==> config.mk <==
export PLATFORM = sky130hd
export DESIGN_NAME = ata_cmd
export DESIGN_NICKNAME = d
export VERILOG_FILES = /design/src/inc/ata_cmd_pkg.sv /design/src/design/addr_step.sv /design/src/design/ata_cmd.sv
export SDC_FILE = /design/constraint.sdc
export NUM_CORES = 1
export LEC_CHECK = 0
export BUFFER_PORTS_ARGS = -buffer_cell sky130_fd_sc_hd__buf_2
export CAP_MARGIN = 20
export CORE_MARGIN = 2
export CORE_UTILIZATION = 32
export CTS_CLUSTER_SIZE = 20
export DETAILED_ROUTE_END_ITERATION = 8
export HOLD_SLACK_MARGIN = 0.02
export PLACE_DENSITY_LB_ADDON = 0.1
export SETUP_SLACK_MARGIN = 0.5
export SLEW_MARGIN = 10
export SYNTH_ARGS = -nofsm -noshare
export SYNTH_HDL_FRONTEND = slang
export SYNTH_SLANG_ARGS = --single-unit
==> constraint.sdc <==
create_clock -name mclk -period 2.79 [get_ports mclk]
set_input_delay 0.1395 -clock mclk [delete_from_list [all_inputs] [get_ports mclk]]
set_output_delay 0.1395 -clock mclk [all_outputs]
set_load 0.005 [all_outputs]
==> src/inc/ata_cmd_pkg.sv <==
// constants for the taskfile command interpreter
`default_nettype none
package ata_cmd_pkg;
    // taskfile offsets, command block
    localparam logic [2:0] OFF_DATA = 3'h0;
    localparam logic [2:0] OFF_ERROR = 3'h1;
    localparam logic [2:0] OFF_SCOUNT = 3'h2;
    localparam logic [2:0] OFF_SNUM = 3'h3;
    localparam logic [2:0] OFF_CYL_LO = 3'h4;
    localparam logic [2:0] OFF_CYL_HI = 3'h5;
    localparam logic [2:0] OFF_DEVHEAD = 3'h6;
    localparam logic [2:0] OFF_STATUS = 3'h7;
    // control block
    localparam logic [2:0] OFF_DEVCTL = 3'h6;
    // opcodes
    localparam logic [7:0] OP_NATIVE_MAX_EXT = 8'h27;
    localparam logic [7:0] OP_READ_SECT = 8'h20;
    localparam logic [7:0] OP_READ_SECT_MASK = 8'hfe;
    // field positions
    localparam int DEVCTL_HOB_BIT = 7;
    localparam int DH_LBA_BIT = 6;
    localparam int ST_BSY = 7;
    localparam int ST_RDY = 6;
    localparam int ST_DSC = 4;
    localparam int ST_DRQ = 3;
    localparam int ST_ERR = 0;
    localparam int ER_UNC = 6;
    localparam int ER_ABT = 2;
    // counts and reset values
    localparam logic [7:0] WORDS_LAST = 8'hff;
    localparam logic [8:0] COUNT_ZERO_MEANS = 9'h100;
    localparam logic [7:0] TF_RESET = 8'h00;
    localparam logic [7:0] SNUM_RESET = 8'h01;
endpackage
`default_nettype wire

==> src/design/addr_step.sv <==
// next-sector address for chs or 28-bit lba
`timescale 1ns/1ps
`default_nettype none
module addr_step #(
    parameter logic [7:0] SECT_PER_TRACK = 8'h3f,
    parameter logic [3:0] HEAD_LAST = 4'hf
) (
    input wire logic lba_mode,
    input wire logic [7:0] snum,
    input wire logic [15:0] cyl,
    input wire logic [3:0] head,
    output logic [7:0] snum_next,
    output logic [15:0] cyl_next,
    output logic [3:0] head_next
);
    logic [27:0] lba_inc;

    always_comb begin
        lba_inc = {head, cyl, snum} + 28'h0000001;
        snum_next = snum;
        cyl_next = cyl;
        head_next = head;
        if (lba_mode) begin
            {head_next, cyl_next, snum_next} = lba_inc;
        end else if (snum < SECT_PER_TRACK) begin
            snum_next = snum + 8'h01;
        end else begin
            // chs sectors count from one
            snum_next = 8'h01;
            if (head < HEAD_LAST) begin
                head_next = head + 4'h1;
            end else begin
                head_next = 4'h0;
                cyl_next = cyl + 16'h0001;
            end
        end
    end
endmodule
`default_nettype wire

==> src/design/ata_cmd.sv <==
// taskfile command interpreter: native max ext and read sectors
`timescale 1ns/1ps
`default_nettype none
// Behaviour
// - opcode 27h requests native maximum ext
// - answer true highest lba, ignore limits
// - hob selects low or high result bytes
// - opcodes 20h, 21h are read sectors
// - read sectors fetches media, feeds host
// - data moves as 16-bit words
// - uncorrectable sector stops the transfer
// - sector count zero means 256
// - sector number is chs sector or lba 7:0
// - cylinder bytes are cylinder or lba 23:8
// - head field is head or lba 27:24
// - retry bit ignored, both opcodes identical
// - sector count reports untransferred sectors
// - address registers end at last sector
module ata_cmd #(
    parameter logic [7:0] SECT_PER_TRACK = 8'h3f,
    parameter logic [3:0] HEAD_LAST = 4'hf
) (
    input wire logic mclk,
    input wire logic rst_n,
    input wire logic ctl_sel,
    input wire logic [2:0] addr,
    input wire logic wr,
    input wire logic rd,
    input wire logic [15:0] wdata,
    output logic [15:0] rdata,
    input wire logic [47:0] native_max,
    output logic media_req,
    output logic media_lba_mode,
    output logic [27:0] media_addr,
    input wire logic media_valid,
    output logic media_ready,
    input wire logic [15:0] media_word,
    input wire logic media_unc
);
    import ata_cmd_pkg::*;

    typedef enum {S_IDLE, S_REQ, S_WAIT, S_DRQ} state_t;

    state_t state_reg, state_next;
    logic [7:0] sc_reg, sc_next, sn_reg, sn_next, cl_reg, cl_next, ch_reg, ch_next;
    logic [7:0] dh_reg, dh_next, err_reg, err_next;
    logic [7:0] sn_hob_reg, sn_hob_next, cl_hob_reg, cl_hob_next, ch_hob_reg, ch_hob_next;
    logic [8:0] rem_reg, rem_next;
    logic [7:0] wcnt_reg, wcnt_next;
    logic [15:0] data_reg, data_next, rdata_reg, rdata_next;
    logic hob_reg, hob_next, errf_reg, errf_next;
    logic req_reg, req_next, mrdy_reg, mrdy_next;
    logic [7:0] st_snum;
    logic [15:0] st_cyl;
    logic [3:0] st_head;
    logic tf_wr, cmd_wr, data_rd;
    logic [7:0] status;

    assign tf_wr = wr && !ctl_sel && state_reg == S_IDLE;
    assign cmd_wr = tf_wr && addr == OFF_STATUS;
    assign data_rd = rd && !ctl_sel && addr == OFF_DATA;

    addr_step #(
        .SECT_PER_TRACK(SECT_PER_TRACK),
        .HEAD_LAST(HEAD_LAST)
    ) u_step (
        .lba_mode(dh_reg[DH_LBA_BIT]),
        .snum(sn_reg),
        .cyl({ch_reg, cl_reg}),
        .head(dh_reg[3:0]),
        .snum_next(st_snum),
        .cyl_next(st_cyl),
        .head_next(st_head)
    );

    ////////////////////////////////////////////////////////////////////////
    // status and register reads

    always_comb begin
        status = 8'h00;
        status[ST_BSY] = state_reg == S_REQ || state_reg == S_WAIT;
        status[ST_RDY] = 1'b1;
        status[ST_DSC] = 1'b1;
        status[ST_DRQ] = state_reg == S_DRQ;
        status[ST_ERR] = errf_reg;
    end

    always_comb begin
        rdata_next = rdata_reg;
        if (rd && ctl_sel) begin
            rdata_next = {8'h00, status};
        end else if (rd) begin
            case (addr)
                OFF_DATA: rdata_next = data_reg;
                OFF_ERROR: rdata_next = {8'h00, err_reg};
                OFF_SCOUNT: rdata_next = {8'h00, sc_reg};
                OFF_SNUM: rdata_next = {8'h00, hob_reg ? sn_hob_reg : sn_reg};
                OFF_CYL_LO: rdata_next = {8'h00, hob_reg ? cl_hob_reg : cl_reg};
                OFF_CYL_HI: rdata_next = {8'h00, hob_reg ? ch_hob_reg : ch_reg};
                OFF_DEVHEAD: rdata_next = {8'h00, dh_reg};
                default: rdata_next = {8'h00, status};
            endcase
        end
    end

    ////////////////////////////////////////////////////////////////////////
    // command sequencing

    always_comb begin
        state_next = state_reg;
        sc_next = sc_reg;
        sn_next = sn_reg;
        cl_next = cl_reg;
        ch_next = ch_reg;
        dh_next = dh_reg;
        err_next = err_reg;
        errf_next = errf_reg;
        sn_hob_next = sn_hob_reg;
        cl_hob_next = cl_hob_reg;
        ch_hob_next = ch_hob_reg;
        rem_next = rem_reg;
        wcnt_next = wcnt_reg;
        data_next = data_reg;
        hob_next = hob_reg;
        req_next = 1'b0;
        // taskfile writes outside idle (busy or drq) are dropped, the host must poll bsy and drq first
        if (wr && ctl_sel && addr == OFF_DEVCTL) begin
            hob_next = wdata[DEVCTL_HOB_BIT];
        end
        if (tf_wr) begin
            case (addr)
                OFF_SCOUNT: sc_next = wdata[7:0];
                OFF_SNUM: sn_next = wdata[7:0];
                OFF_CYL_LO: cl_next = wdata[7:0];
                OFF_CYL_HI: ch_next = wdata[7:0];
                OFF_DEVHEAD: dh_next = wdata[7:0];
                default: ;
            endcase
        end
        case (state_reg)
            S_IDLE: begin
                if (cmd_wr) begin
                    err_next = 8'h00;
                    errf_next = 1'b0;
                    if (wdata[7:0] == OP_NATIVE_MAX_EXT) begin
                        // straight from the drive geometry, never a set-max limit
                        {ch_next, cl_next, sn_next} = native_max[23:0];
                        {ch_hob_next, cl_hob_next, sn_hob_next} = native_max[47:24];
                    end else if ((wdata[7:0] & OP_READ_SECT_MASK) == OP_READ_SECT) begin
                        rem_next = (sc_reg == 8'h00) ? COUNT_ZERO_MEANS : {1'b0, sc_reg};
                        wcnt_next = 8'h00;
                        req_next = 1'b1;
                        state_next = S_REQ;
                    end else begin
                        err_next[ER_ABT] = 1'b1;
                        errf_next = 1'b1;
                    end
                end
            end
            S_REQ: state_next = S_WAIT;
            S_WAIT: begin
                if (media_unc) begin
                    // address stays on the failing sector, count keeps it as untransferred
                    err_next[ER_UNC] = 1'b1;
                    errf_next = 1'b1;
                    sc_next = rem_reg[7:0];
                    state_next = S_IDLE;
                end else if (media_valid) begin
                    data_next = media_word;
                    state_next = S_DRQ;
                end
            end
            S_DRQ: begin
                if (data_rd) begin
                    if (wcnt_reg == WORDS_LAST) begin
                        wcnt_next = 8'h00;
                        rem_next = rem_reg - 9'h001;
                        sc_next = rem_next[7:0];
                        if (rem_next == 9'h000) begin
                            state_next = S_IDLE;
                        end else begin
                            {sn_next, ch_next, cl_next, dh_next[3:0]} =
                                {st_snum, st_cyl, st_head};
                            req_next = 1'b1;
                            state_next = S_REQ;
                        end
                    end else begin
                        wcnt_next = wcnt_reg + 8'h01;
                        state_next = S_WAIT;
                    end
                end
            end
            default: state_next = S_IDLE;
        endcase
        mrdy_next = state_next == S_WAIT;
    end

    always_ff @(posedge mclk or negedge rst_n) begin
        if (!rst_n) begin
            state_reg <= S_IDLE;
            sc_reg <= SNUM_RESET;
            sn_reg <= SNUM_RESET;
            cl_reg <= TF_RESET;
            ch_reg <= TF_RESET;
            dh_reg <= TF_RESET;
            err_reg <= TF_RESET;
            errf_reg <= 1'b0;
            sn_hob_reg <= TF_RESET;
            cl_hob_reg <= TF_RESET;
            ch_hob_reg <= TF_RESET;
            rem_reg <= 9'h000;
            wcnt_reg <= 8'h00;
            data_reg <= 16'h0000;
            rdata_reg <= 16'h0000;
            hob_reg <= 1'b0;
            req_reg <= 1'b0;
            mrdy_reg <= 1'b0;
        end else begin
            state_reg <= state_next;
            sc_reg <= sc_next;
            sn_reg <= sn_next;
            cl_reg <= cl_next;
            ch_reg <= ch_next;
            dh_reg <= dh_next;
            err_reg <= err_next;
            errf_reg <= errf_next;
            sn_hob_reg <= sn_hob_next;
            cl_hob_reg <= cl_hob_next;
            ch_hob_reg <= ch_hob_next;
            rem_reg <= rem_next;
            wcnt_reg <= wcnt_next;
            data_reg <= data_next;
            rdata_reg <= rdata_next;
            hob_reg <= hob_next;
            req_reg <= req_next;
            mrdy_reg <= mrdy_next;
        end
    end

    assign rdata = rdata_reg;
    assign media_req = req_reg;
    assign media_ready = mrdy_reg;
    assign media_lba_mode = dh_reg[DH_LBA_BIT];
    assign media_addr = {dh_reg[3:0], ch_reg, cl_reg, sn_reg};

    ////////////////////////////////////////////////////////////////////////
    // checks

    a_native_low: assert property (@(posedge mclk) disable iff (!rst_n)
        cmd_wr && wdata[7:0] == OP_NATIVE_MAX_EXT |=>
            {ch_reg, cl_reg, sn_reg} == $past(native_max[23:0]))
        else $error("native max low bytes wrong");
    a_hob_read: assert property (@(posedge mclk) disable iff (!rst_n)
        rd && !ctl_sel && addr == OFF_SNUM && hob_reg |=> rdata[7:0] == $past(sn_hob_reg))
        else $error("hob read of sector number wrong");
    a_count_zero: assert property (@(posedge mclk) disable iff (!rst_n)
        cmd_wr && wdata[7:1] == 7'h10 && sc_reg == 8'h00 |=> rem_reg == 9'h100)
        else $error("zero count not 256");
    a_read_start: assert property (@(posedge mclk) disable iff (!rst_n)
        cmd_wr && wdata[7:1] == 7'h10 |=> media_req ##1 (!media_req && state_reg == S_WAIT))
        else $error("read sectors did not start");
    a_unc_stop: assert property (@(posedge mclk) disable iff (!rst_n)
        state_reg == S_WAIT && media_unc |=>
            state_reg == S_IDLE && err_reg[ER_UNC] && status[ST_ERR])
        else $error("transfer not stopped on uncorrectable");
    a_unc_left: assert property (@(posedge mclk) disable iff (!rst_n)
        state_reg == S_WAIT && media_unc |=> sc_reg == $past(rem_reg[7:0]))
        else $error("untransferred count wrong");
    a_word_hold: assert property (@(posedge mclk) disable iff (!rst_n)
        state_reg == S_WAIT && media_valid && !media_unc |=>
            status[ST_DRQ] && data_reg == $past(media_word))
        else $error("media word not held for host");
    a_done_clean: assert property (@(posedge mclk) disable iff (!rst_n)
        state_reg == S_DRQ && data_rd && wcnt_reg == WORDS_LAST && rem_reg == 9'h001 |=>
            state_reg == S_IDLE && sc_reg == 8'h00 && $stable(media_addr))
        else $error("final sector end state wrong");
    a_ready_wait: assert property (@(posedge mclk) disable iff (!rst_n)
        media_ready == (state_reg == S_WAIT))
        else $error("media ready out of step");
endmodule
`default_nettype wire

==> results.json <==
{
  "status": "completed",
  "tightest_slew_ns": 1.06,
  "regArea_um2": 3780,
  "yosysSeqAreaShare_pct": 46.9,
  "syn_inst": 867,
  "largest_reg_flops": 32,
  "fp.coreArea_um2": 25000,
  "slew_headroom_pct": 28.7,
  "synth_cell_types": 80,
  "skew_ns": 0.0142,
  "antenna_found_initial": 0,
  "areaGrowthSynthToFinish_pct": 52.3,
  "crit_type": "register to register",
  "overflow": 0,
  "yosys_warnings": 0,
  "grt_pass1_wl_mm": 45.1,
  "async_flop_share_pct": 100,
  "max-vdd-ir-drop_uv": 369,
  "slowest_delay_ns": 0.53,
  "crit_arrival_ns": 3.03,
  "antennaDiodeCount": 0,
  "slew_viol_final": 0,
  "ant_nets": 0,
  "pin_count": 137,
  "min_period_ns": 2.71,
  "path_clk_slew_ns": 0.07,
  "ys_seq_elements": 151,
  "cts_tree": "built",
  "yosys-top-cells-area": "dfrtp_1 (46%), nand2_1 (6.3%), o21ai_0 (4.5%)",
  "path_max_fanout": 8,
  "min_period_over_period_pct": 97.1,
  "clockRootBuffer": "clkbuf_16",
  "p_leak_nw": 5.58,
  "path_cells": "buf_4 > or4_4 > or4b_4 > o311ai_4 > a2111o_2 > buf_6 > a21oi_1 > o31ai_1 > nand2_1",
  "powerDensity_nw_per_um2": 408,
  "avgSynthCellArea_um2": 9.30,
  "multi_input_area_um2": 5010,
  "drt_first_pass_iters": 6,
  "startpoint_type": "register",
  "clkLatencyLatePin_ns": 0.44,
  "drc": 0,
  "setup_tns_ns": 0,
  "synth_most_common_cell": "dfrtp_1",
  "start_util_pct": 32.3,
  "finalSetupViolCount": 0,
  "synthTopCellsByCount": "dfrtp_1 (149), nand2_1 (135), o21ai_0 (73)",
  "worstPathRequired_ns": 3.11,
  "cpMaxStageDelayCell": "or4_4",
  "drt_iter0_drc": 605,
  "die-area_um2": 26500,
  "cap_violations": 0,
  "gp_congestion": 0.877,
  "fmax_mhz": 369,
  "clockBufferDepth": 2,
  "synth_top_area_cell": "dfrtp_1",
  "rows": 58,
  "grt_pass1_vias": 7533,
  "synth-edff-count": 0,
  "cts.sinks": 151,
  "synth_top_area_share_pct": 46.2,
  "avgRoutedWirePerCell_um": 19.9,
  "fillCellCount": 2354,
  "vias": 7962,
  "hold_class": "primary input to register",
  "viasPerCell": 5.23,
  "rsz0062_at_grt": "yes",
  "hpwlAfterDp_mm": 21.5,
  "hold_viol": 0,
  "layout.nets": 1275,
  "power_mw": 5.02,
  "layout-drive-gt1-share_pct": 40.2,
  "io_buffers": 128,
  "synth_flop_cell": "dfrtp_1",
  "ctsHtreeMaxLevel": 4,
  "cp-end-kind": "register",
  "die_y_um": 163,
  "grt_max_degree": 64,
  "grt_usage_pct": 22.6,
  "die_w_um": 163,
  "syn_area_um2": 8060,
  "cts_inserted_buffers": 17,
  "routed_wl_mm": 30.3
}
-- worst paths after layout --
| check | startpoint | depth (start not counted) | slack, ns | to |
|---|---|---|---|---|
| worst max-delay path | rem_reg[1] | 9 | 0.08 | cl_reg[6] |
| worst min-delay path | native_max[19] | 4 | 0.03 | ch_reg[3] |
| worst max register to register | rem_reg[1] | 9 | 0.08 | cl_reg[6] |
| worst min register to register | ch_hob_reg[4] | 2 | 0.47 | ch_hob_reg[4] |
| max in group asynchronous | rst_n | 3 | 1.78 | sc_reg[0] |
| min in group asynchronous | rst_n | 2 | 0.27 | data_reg[10] |
-- layer usage --
| metal | routed length, um | share of wire, % | GRT usage, % | vias up |
|---|---|---|---|---|
| li1 | - | - | - | 3761 |
| met1 | 14600 | 48 | 33.6 | 3842 |
| met2 | 13100 | 43 | 32.9 | 314 |
| met3 | 2110 | 7.0 | 4.63 | 45 |
| met4 | 612 | 2.0 | 6.84 | 0 |
| met5 | 0 | 0 | 0 | - |
-- critical path, delay by kind of cell, from the launching register on --
| family | cells | cell delay (ns) |
|---|---|---|
| and+or+nand+nor | 3 | 1.12 |
| AOI/OAI and AO/OA | 4 | 0.77 |
| DFF | 1 | 0.40 |
| buffers and inverters | 2 | 0.30 |
-- what timing repair did --
item                                   4_1_cts  5_1_grt
endpoints found under the hold margin      110        0
setup endpoints to repair                   86       86
pin swaps                                   20       54
gates resized for setup                     58      194
hold buffers                                51        0
setup buffers                               10       37
cloned                                       0        4
-- layout make-up --
type	instances	area share, %
well taps	330	3.36
inverters	21	0.642
repair buffers	314	19.7
multi-input cells	674	40.8
flip-flops and latches	151	30.8
clock buffers	18	3.58
clock inverters	14	1.12
-- report_power, final --
part | internal (mW) | switching, mW | leakage [nW]
Combinational | 0.186 | 0.226 | 3.31
Sequential | 2.23 | 0.0450 | 2.00
Clock | 1.27 | 1.06 | 0.272
Total | 3.69 | 1.33 | 5.58
-- kinds of logic (layout without fill, tap and decap cells) --
group	count (synthesis)	after routing	synth area share (%)
other cells	1	30	0.0465
mux	58	58	7.70
compound gates	218	218	17.4
flops	151	151	46.9
xor+xnor	18	18	1.96
buf+inv	71	367	3.76
simple gates	344	344	21.3
fa+ha+maj	6	6	0.931
-- layout by cell type (no fill, tap or decap), types with 9 or more instances in the layout --
cell type,n
conb_1,30
clkbuf_16,19
o22ai_1,11
inv_1,19
buf_6,28
o21ai_0,33
nor4_1,9
buf_4,94
mux2_4,24
dlygate4sd3_1,51
buf_2,128
nor2_1,53
nand2_1,102
nand2_2,20
a21oi_2,15
a21oi_1,34
nor3_1,12
nand4_1,11
o21ai_1,26
nand3_1,27
xnor2_1,11
dfrtp_1,148
mux2i_1,24
nand2_4,11
o21ai_2,12
a22oi_1,12
-- through the flow --
stage                     worst slack, ns  hold slack, ns  util [%]  area (um2)  std cells
after CTS                          0.0889          0.0223      45.0       11200       1481
after global placement             0.0286           0.204      39.4        9840       1388
after global routing              -0.0100          0.0394      49.2       12300       1522
after detailed placement          -0.0327           0.195      39.4        9840       1388
final                              0.0799          0.0291      49.2       12300       1522
after floorplan                     0.122          -0.156         -        8380        896
No activity file was read; power rests on OpenSTA's default activity.
